## config.mk

```make
export PLATFORM = sky130hd
export DESIGN_NAME = gio_port
export DESIGN_NICKNAME = d
export VERILOG_FILES = /design/src/gio_pkg.sv /design/src/gio_port.sv
export VERILOG_INCLUDE_DIRS = /design/src
export SDC_FILE = /design/constraint.sdc
export NUM_CORES = 1
export LEC_CHECK = 0
export BUFFER_PORTS_ARGS = -buffer_cell sky130_fd_sc_hd__buf_2
export CAP_MARGIN = 20
export CORE_MARGIN = 1
export CORE_UTILIZATION = 40
export DETAILED_ROUTE_END_ITERATION = 7
export HOLD_SLACK_MARGIN = 0.05
export PLACE_DENSITY_LB_ADDON = 0.25
export SETUP_SLACK_MARGIN = 0.5
export SYNTH_ARGS = -nofsm -noshare
export SYNTH_HDL_FRONTEND = slang
export SYNTH_SLANG_ARGS = --single-unit
```

## constraint.sdc

```tcl
create_clock -name CLK -period 6.9 [get_ports CLK]
set_input_delay 1.38 -clock CLK [delete_from_list [all_inputs] [get_ports CLK]]
set_output_delay 1.38 -clock CLK [all_outputs]
set_load 0.05 [all_outputs]
```

## src/gio_cfg.svh

```systemverilog
// offsets, field positions, reset values and timing for the grouped i/o port
`ifndef GIO_CFG_SVH
`define GIO_CFG_SVH
`define GIO_CTRL_OFS     8'h00
`define GIO_OUT_OFS      8'h04
`define GIO_IN_OFS       8'h08
`define GIO_ERR_OFS      8'h0C
`define GIO_STAT_OFS     8'h10
`define GIO_CTRL_DIR_LSB 0
`define GIO_CTRL_FILT    4
`define GIO_STAT_RUN     0
`define GIO_STAT_LOADED  1
`define GIO_DIR_RST      4'h0
`define GIO_FILT_RST     1'h1
`define GIO_RESP_OKAY    2'h0
`define GIO_RESP_SLVERR  2'h2
`define GIO_CLK_NS       5
`define GIO_FILT_LONG_NS 8000000
`define GIO_FILT_SHRT_NS 200000
`define GIO_CNT_W        21
`endif

```

## src/gio_pkg.sv

```systemverilog
// types of the grouped i/o port
package gio_pkg;
  typedef enum logic [0:0] {
    GIO_BOOT = 1'b0,
    GIO_RUN  = 1'b1
  } gio_fsm_t;

  typedef struct packed {
    gio_fsm_t              fsm;
    logic [3:0]            dir;
    logic                  filt;
    logic                  loaded;
    logic [15:0]           out_lvl;
    logic [15:0]           filt_in;
    logic [15:0][20:0]     cnt;
    logic [15:0]           err;
    logic [15:0]           io_out;
    logic [15:0]           io_oe;
    logic                  nvm_wr;
    logic                  aw_rdy;
    logic                  aw_got;
    logic [7:0]            aw_addr;
    logic                  w_rdy;
    logic                  w_got;
    logic [31:0]           wdata;
    logic [3:0]            wstrb;
    logic                  bvalid;
    logic [1:0]            bresp;
    logic                  ar_rdy;
    logic                  rvalid;
    logic [31:0]           rdata;
    logic [1:0]            rresp;
  } gio_state_t;
endpackage

```

## src/gio_port.sv

```systemverilog
// grouped-direction 16 channel digital port with axi4-lite registers
// Notes on behaviour
// - one direction bit per four-channel group
// - filter enabled: 8 ms input delay
// - filter disabled: 0.2 ms input delay
// - sixteen output error flags, one per channel
// - error flags always set in pairs
// - fault on channel 0/1 sets bits 1:0
// - flagged output goes high impedance
// - no stored configuration: all channels inputs
// - configuration applied before normal operation starts
// - configuration saved to nvm, reloaded at power-up
//
// Chosen here: the address map and the AXI4-Lite interface to the registers.
`timescale 1ns/10ps
`default_nettype none
`include "gio_cfg.svh"
module gio_port
  import gio_pkg::*;
#(
  parameter int unsigned FILT_LONG_CYC = `GIO_FILT_LONG_NS / `GIO_CLK_NS,
  parameter int unsigned FILT_SHRT_CYC = `GIO_FILT_SHRT_NS / `GIO_CLK_NS
) (
  input  wire logic        CLK,          // 200 mhz clock
  input  wire logic        RESETN,       // sync reset, low active
  input  wire logic [7:0]  AXI_AWADDR,   // write address
  input  wire logic        AXI_AWVALID,  // write address valid
  output logic             AXI_AWREADY,  // write address ready
  input  wire logic [31:0] AXI_WDATA,    // write data
  input  wire logic [3:0]  AXI_WSTRB,    // write byte strobes
  input  wire logic        AXI_WVALID,   // write data valid
  output logic             AXI_WREADY,   // write data ready
  output logic [1:0]       AXI_BRESP,    // write response
  output logic             AXI_BVALID,   // write response valid
  input  wire logic        AXI_BREADY,   // write response ready
  input  wire logic [7:0]  AXI_ARADDR,   // read address
  input  wire logic        AXI_ARVALID,  // read address valid
  output logic             AXI_ARREADY,  // read address ready
  output logic [31:0]      AXI_RDATA,    // read data
  output logic [1:0]       AXI_RRESP,    // read response
  output logic             AXI_RVALID,   // read data valid
  input  wire logic        AXI_RREADY,   // read data ready
  input  wire logic [15:0] IO_IN,        // pin levels
  output logic [15:0]      IO_OUT,       // pin drive levels
  output logic [15:0]      IO_OE,        // pin drive enables
  input  wire logic [15:0] FAULT,        // driver overcurrent per channel
  input  wire logic        NVM_VALID,    // nvm holds a configuration
  input  wire logic [4:0]  NVM_CFG,      // stored {filter, dir[3:0]}
  output logic             NVM_WR,       // one-cycle store pulse
  output logic [4:0]       NVM_WDATA     // {filter, dir[3:0]} to store
);

  gio_state_t st;
  gio_state_t next_st;
  logic [20:0] lim;

  // ****************************************
  // helpers
  // ****************************************
  function automatic logic [31:0] gio_bmask(input logic [3:0] strb);
    logic [31:0] m;
    m = 32'h0000_0000;
    for (int b = 0; b < 4; b++) begin
      m[b*8 +: 8] = {8{strb[b]}};
    end
    return m;
  endfunction

  function automatic logic [15:0] gio_grp2ch(input logic [3:0] g);
    logic [15:0] c;
    c = 16'h0000;
    for (int i = 0; i < 16; i++) begin
      c[i] = g[i/4];
    end
    return c;
  endfunction

  // ****************************************
  // next state
  // ****************************************
  always_comb begin
    logic [31:0] m;
    m = 32'h0000_0000;
    next_st = st;
    next_st.nvm_wr = 1'b0;
    case (st.fsm)
      GIO_BOOT: begin
        if (NVM_VALID) begin
          {next_st.filt, next_st.dir} = NVM_CFG;
          next_st.loaded = 1'b1;
        end else begin
          next_st.dir  = `GIO_DIR_RST;
          next_st.filt = `GIO_FILT_RST;
        end
        next_st.fsm = GIO_RUN;
      end
      GIO_RUN: begin
        next_st.fsm = GIO_RUN;
      end
      default: begin
        next_st.fsm = GIO_BOOT;
      end
    endcase

    // input filters
    lim = st.filt ? FILT_LONG_CYC[20:0] : FILT_SHRT_CYC[20:0];
    for (int i = 0; i < 16; i++) begin
      if (IO_IN[i] == st.filt_in[i]) begin
        next_st.cnt[i] = 21'h00_0000;
      end else if (st.cnt[i] == lim - 21'h00_0001) begin
        next_st.filt_in[i] = IO_IN[i];
        next_st.cnt[i]     = 21'h00_0000;
      end else begin
        next_st.cnt[i] = st.cnt[i] + 21'h00_0001;
      end
    end

    // write channel
    if (st.aw_rdy && AXI_AWVALID) begin
      next_st.aw_got  = 1'b1;
      next_st.aw_addr = AXI_AWADDR;
    end
    if (st.w_rdy && AXI_WVALID) begin
      next_st.w_got = 1'b1;
      next_st.wdata = AXI_WDATA;
      next_st.wstrb = AXI_WSTRB;
    end
    if (st.bvalid && AXI_BREADY) begin
      next_st.bvalid = 1'b0;
    end
    if (next_st.aw_got && next_st.w_got && !st.bvalid) begin
      m = gio_bmask(next_st.wstrb);
      next_st.aw_got = 1'b0;
      next_st.w_got  = 1'b0;
      next_st.bvalid = 1'b1;
      next_st.bresp  = `GIO_RESP_OKAY;
      case ({next_st.aw_addr[7:2], 2'b00})
        `GIO_CTRL_OFS: begin
          if (next_st.wstrb[0]) begin
            next_st.dir    = next_st.wdata[`GIO_CTRL_DIR_LSB +: 4];
            next_st.filt   = next_st.wdata[`GIO_CTRL_FILT];
            next_st.nvm_wr = 1'b1;
          end
        end
        `GIO_OUT_OFS: begin
          next_st.out_lvl = (st.out_lvl & ~m[15:0]) | (next_st.wdata[15:0] & m[15:0]);
        end
        `GIO_ERR_OFS: begin
          next_st.err = st.err & ~(next_st.wdata[15:0] & m[15:0]);
        end
        `GIO_IN_OFS, `GIO_STAT_OFS: begin
          next_st.bresp = `GIO_RESP_OKAY;
        end
        default: begin
          next_st.bresp = `GIO_RESP_SLVERR;
        end
      endcase
    end
    next_st.aw_rdy = !next_st.aw_got && !next_st.bvalid;
    next_st.w_rdy  = !next_st.w_got && !next_st.bvalid;

    // error flags, set after clear so a new fault wins
    for (int p = 0; p < 8; p++) begin
      if (FAULT[2*p] || FAULT[2*p+1]) begin
        next_st.err[2*p +: 2] = 2'b11;
      end
    end

    // read channel
    if (st.rvalid && AXI_RREADY) begin
      next_st.rvalid = 1'b0;
    end
    if (st.ar_rdy && AXI_ARVALID) begin
      next_st.rvalid = 1'b1;
      next_st.rresp  = `GIO_RESP_OKAY;
      next_st.rdata  = 32'h0000_0000;
      case ({AXI_ARADDR[7:2], 2'b00})
        `GIO_CTRL_OFS: next_st.rdata[4:0]  = {st.filt, st.dir};
        `GIO_OUT_OFS:  next_st.rdata[15:0] = st.out_lvl;
        `GIO_IN_OFS:   next_st.rdata[15:0] = st.filt_in;
        `GIO_ERR_OFS:  next_st.rdata[15:0] = st.err;
        `GIO_STAT_OFS: next_st.rdata[1:0]  = {st.loaded, st.fsm == GIO_RUN};
        default:       next_st.rresp       = `GIO_RESP_SLVERR;
      endcase
    end
    next_st.ar_rdy = !next_st.rvalid;

    // pin drivers: output groups only, running, no error flag
    next_st.io_oe = gio_grp2ch(next_st.dir) & ~next_st.err
                    & {16{next_st.fsm == GIO_RUN}};
    next_st.io_out = next_st.out_lvl & next_st.io_oe;
  end

  always_ff @(posedge CLK) begin
    if (!RESETN) begin
      st      <= '0;
      st.filt <= `GIO_FILT_RST;
    end else begin
      st <= next_st;
    end
  end

  assign AXI_AWREADY = st.aw_rdy;
  assign AXI_WREADY  = st.w_rdy;
  assign AXI_BVALID  = st.bvalid;
  assign AXI_BRESP   = st.bresp;
  assign AXI_ARREADY = st.ar_rdy;
  assign AXI_RVALID  = st.rvalid;
  assign AXI_RDATA   = st.rdata;
  assign AXI_RRESP   = st.rresp;
  assign IO_OUT      = st.io_out;
  assign IO_OE       = st.io_oe;
  assign NVM_WR      = st.nvm_wr;
  assign NVM_WDATA   = {st.filt, st.dir};
endmodule
`default_nettype wire

```

## Word level (Yosys, flattened, before mapping)

Cells that the tools add are included.

- Register bits: 495
- Bits in latches: 0
- Memory bits (writable): 0
- ROM bits: 0
- Input bits: 97
- Output and inout port bits: 79
- Word-level logic and storage cells: 234
- Memories: 0

- Add/sub/neg operators: 17
- $mul: 0
- Div/mod/pow operators: 0
- Magnitude comparators: 0
- Equality and inequality tests: 40
- Shift operators: 0
- Multiplexer cells: 33
- Bitwise gates (word level): 27
- Reduce and logical (&&, ||, !) cells: 60

Operator list:

| kind | count |
|---|---|
| adder 21 x 1 -> 21 bit, second input constant | 16 |
| equality test 21 bit | 16 |
| bitwise AND 16 bit | 5 |
| 2-to-1 mux 16 bit | 4 |
| inverter 16 bit | 3 |
| OR reduction 3 bit | 16 |
| 2-to-1 mux 37 bit | 1 |
| 2-to-1 mux 35 bit | 1 |
| AND reduction 2 bit | 17 |
| case mux 11 bit (3 select lines) | 1 |
| equality test 6 x 2 -> 1 bit, second input constant | 4 |
| 2-to-1 mux 21 bit | 1 |
| subtractor 21 x 1 -> 21 bit, second input constant | 1 |
| 2-to-1 mux 2 bit | 10 |
| 2-to-1 mux 5 bit | 4 |
| inverter 1 bit | 18 |
| equality test 1 bit | 16 |
| OR 16 bit | 1 |
| equality test 6 x 1 -> 1 bit, second input constant | 2 |
| equality test 6 x 3 -> 1 bit, second input constant | 2 |
| zero test 6 bit | 2 |
| case mux 3 bit (4 select lines) | 1 |
| case mux 2 bit (5 select lines) | 1 |
| OR reduction 5 bit | 2 |
| other kinds (8) | 32 |

## Longest topological paths before layout

- Depth after elaboration: 11
- Mapped depth: 9
- Depth with buffers taken out: 6

## Least setup slack after synthesis

Ideal clock, no wire load.

- Kind: input-to-reg
- From: in AXI_AWVALID
- To: reg st (netlist bit IO_OUT[0])
- Data arrival time: 3.055 ns
- Data required time: 6.804 ns
- Path slack: 3.748 ns
- Stages: 6
- Cell sequence: and2_1 -> clkbuf_1 -> nand4_1 -> a211oi_2 -> mux2_2 -> nor4b_1

- Word-level cells in the longest chain between the ends: 9
- Elaborated cells between the ends (all ways): 17
- Classes of those cells: 2 x eq/ne; 8 x mux; 3 x bitwise; 4 x reduce/logical

RTL lines:

| item | line | text |
|---|---|---|
| start, declared | gio_port.sv:27 | `input wire logic AXI_AWVALID,` |
| logical AND 1 bit (*) | gio_port.sv:119 | `if (st.aw_rdy && AXI_AWVALID) begin` |
| 2-to-1 mux 9 bit (*) | gio_port.sv:119 |  |
| equality test 6 x 2 -> 1 bit or logical AND 1 bit (tied branches) | gio_port.sv:137, gio_port.sv:131 |  |
| 2-to-1 mux 16 bit or logical AND 1 bit (tied branches) | gio_port.sv:137, gio_port.sv:131 |  |
| 2-to-1 mux 16 bit | gio_port.sv:131 | `if (next_st.aw_got && next_st.w_got && !st.bvalid) begin` |
| 2-to-1 mux 2 bit | gio_port.sv:164 | `if (FAULT[2*p] \|\| FAULT[2*p+1]) begin` |
| inverter 16 bit | gio_port.sv:189 | `next_st.io_oe = gio_grp2ch(next_st.dir) & ~next_st.err` |
| bitwise AND 16 bit | gio_port.sv:189 |  |
| bitwise AND 16 bit (*) | gio_port.sv:191 | `next_st.io_out = next_st.out_lvl & next_st.io_oe;` |
| end signal, assigned | gio_port.sv:199 | `st <= next_st;` |
| end, declared | gio_port.sv:53 | `gio_state_t st;` |

Every way passes the cells marked *; elsewhere a longest branch is shown, timed or not.
A chain may end at the register's enable or synchronous reset.

## Final worst setup path

- From: in AXI_AWVALID
- To: reg st (netlist bit IO_OUT[15])

Same word-level chain as after synthesis.

==> flow_summary.ini <==
[finish]
stdcell_area_um2 = 23700
final_common_cell = nor2_1
fin_cells = 3181
nets = 2568
mostFrequentLayoutCells = nor2_1, dfxtp_1, xnor2_1
drive_above_1_share = 0.115
syn_to_final_growth_pct = 13.0

[power_and_ir_drop]
power_mw = 6.02
power_density_nw_per_um2 = 254
ir_drop_v = 0.000178
p_leak_nw = 8.36

[route]
drc = 0
viasPerCell = 5.12
num_vias = 16300
drt-wirelength-per-cell_um = 15.4
drt_first_pass_iters = 5
wl_um = 48900
drtIter0Drc = 918
ant_nets = 0

[yosys]
netlist_area_um2 = 20900
syn_avg_cell_area_um2 = 8.79
yosys_warnings = 0
async_flop_share = 0
ys_ff_latch = 473
synthCells = 2382
synthFlopType = dfxtp_1
yosysSeqAreaShare = 0.452
synth_edf_count = 0
synth_cell_type_count = 63

[clock_tree]
cts.repair.resized = 0
cts_tree = yes
ctsHoldBuffers = 0
clk_path_buf_depth = 3
cts_setup_buffers = 0
clockRootBuffer = clkbuf_16
cts_made_buffers = 51
cts.clk_slew.worst_paths_ps = 60
clk_latency_ps = 590
h-tree-depth = 2
cts.sinks = 473

[setup_path]
crit_slowest_cell = a211oi_2
critPathKind = primary input to register
cp_slowest_stage_delay_ps = 760
worst_setup_path_end_kind = register
worstPathArrival_ps = 4130
r2r_slack_ps = 3670
cp_max_fo = 12
setup.worst_path.start = AXI_AWVALID
required_ps = 7320
r2r_start = NVM_WDATA[4]$_SDFF_PN1_
critPathLaunchType = primary input
crit_chain = buf_2, and2_1, o21bai_1, a211oi_2, mux2_2, nor3_1

[floorplan]
rows = 83
die_y_um = 231
io_pins = 176
fp.coreArea_um2 = 51500
die_area_um2 = 53300
die_w_um = 231
initial_core_util = 0.406

[sta]
setup_violations = 0
hold_violations = 0
min_period_ps = 3710
drv_slew = 0
max_freq_ghz = 0.270
rsz0062_at_grt = false
worst_slew_pin_slew_ps = 1180
period_share = 0.538
finalSetupTns_ps = 0
fin_skew_ps = 11.3
slew_headroom = 0.212

[grt]
grt_pass1_wl_um = 78700
grt_pass1_vias = 15600
grt_antenna_before_repair = 8
track_usage = 0.181
grt_max_degree = 48
grt_overflow = 0

[placed_design]
globalplace.congestion = 0.836
placedCellCount = 3082
dp_hpwl_um = 33900
place_area_um2 = 21800
io_buffers = 135

[hold_path]
min_path_type = register to register
hold_start = st[346]$_SDFF_PP0_

[flow_run]
maxCapViolCount = 0

[status]
outcome = completed
==> logic make-up (layout without fill, tap and decap cells) <==
logic type | Yosys count | count (layout) | synth area share
xor+xnor | 318 | 318 | 0.133
compound gates | 116 | 116 | 0.0396
fa+ha+maj | 16 | 16 | 0.00956
other cells | 1 | 22 | 0.000179
mux | 61 | 61 | 0.0326
simple gates | 1196 | 1196 | 0.282
buf+inv | 201 | 299 | 0.0506
flops | 473 | 473 | 0.452
==> final timing paths <==
path,endpoint,cells past startpoint
worst max-delay path,IO_OUT[15]$_SDFF_PN0_,6
worst min-delay path,st[346]$_SDFF_PP0_,1
worst max register to register,st[350]$_SDFF_PP0_,5
worst min register to register,st[346]$_SDFF_PP0_,1
==> per-layer routing <==
| layer | global-route usage | part of all wire | up-vias |
|---|---|---|---|
| met1 | 0.237 | 0.47 | 7685 |
| met3 | 0.0341 | 0.046 | 85 |
| met5 | 0 | 0.00063 | - |
| met2 | 0.299 | 0.46 | 282 |
| met4 | 0.0604 | 0.026 | 6 |
| li1 | - | - | 8227 |
==> cell usage after synthesis, types with 5 or more instances <==
library cell | n | area [um2]
a211oi_1 | 6 | 45.0
nor3b_1 | 11 | 82.6
nor3_1 | 83 | 415
or4_1 | 15 | 113
nor2_1 | 481 | 1810
nand2_1 | 144 | 541
ha_1 | 16 | 200
dfxtp_1 | 473 | 9470
or3_1 | 14 | 87.6
inv_1 | 58 | 218
nor4_1 | 48 | 300
and4_1 | 37 | 324
and3_1 | 50 | 313
buf_4 | 73 | 548
a22o_1 | 15 | 131
and2_1 | 34 | 213
o21ai_0 | 5 | 25.0
buf_1 | 9 | 33.8
nor4b_1 | 17 | 149
nand4_1 | 73 | 457
nor2b_1 | 7 | 43.8
xor2_1 | 157 | 1380
buf_2 | 13 | 65.1
mux2_2 | 28 | 315
xnor2_1 | 161 | 1410
nand2b_1 | 9 | 56.3
nand3_1 | 138 | 691
nand4b_1 | 11 | 96.3
nor4bb_1 | 8 | 80.1
a22oi_1 | 16 | 120
a31oi_1 | 15 | 93.8
mux2i_1 | 30 | 300
a21oi_1 | 30 | 150
clkbuf_1 | 46 | 173
==> layout make-up <==
| type | count | area [um2] |
|---|---|---|
| flip-flops and latches | 473 | 9470 |
| fillers | 5010 | 27900 |
| diodes | 4 | 10.0 |
| clock buffers | 67 | 1480 |
| multi-input cells | 1725 | 10500 |
| inverters | 58 | 219 |
| repair buffers | 146 | 758 |
| well taps | 680 | 851 |
| clock inverters | 28 | 374 |
==> flip-flops by register name (all words and copies together) (netlist names) <==
signal       cells
st             412
AXI_RDATA       16
IO_OE           16
IO_OUT          16
NVM_WDATA        5
AXI_ARREADY      1
AXI_AWREADY      1
AXI_BRESP        1
AXI_BVALID       1
AXI_RRESP        1
AXI_RVALID       1
AXI_WREADY       1
NVM_WR           1
==> per-stage QoR <==
step / hold WS (ps) / setup slack [ps] / util
3_3_place_gp: 422 / 2670 / 0.423
4_1_cts: 441 / 3190 / 0.459
2_1_floorplan: 413 / 3750 / -
5_1_grt: 460 / 3050 / 0.459
6_report: 442 / 3190 / 0.459
3_5_place_dp: 432 / 2560 / 0.423
==> worst max-delay path: cells and delay by family <==
kind / cells / cell delay [ps]
muxes: 1 / 550
AOI/OAI and AO/OA: 2 / 1090
buffers and inverters: 1 / 120
and+or+nand+nor: 2 / 980
==> where the power goes <==
group / switching, mW / internal [mW]
registers: 0.0261 / 2.76
clock network: 1.14 / 1.84
logic: 0.174 / 0.0737
Note: power is estimated with default switching activity, not from simulation.
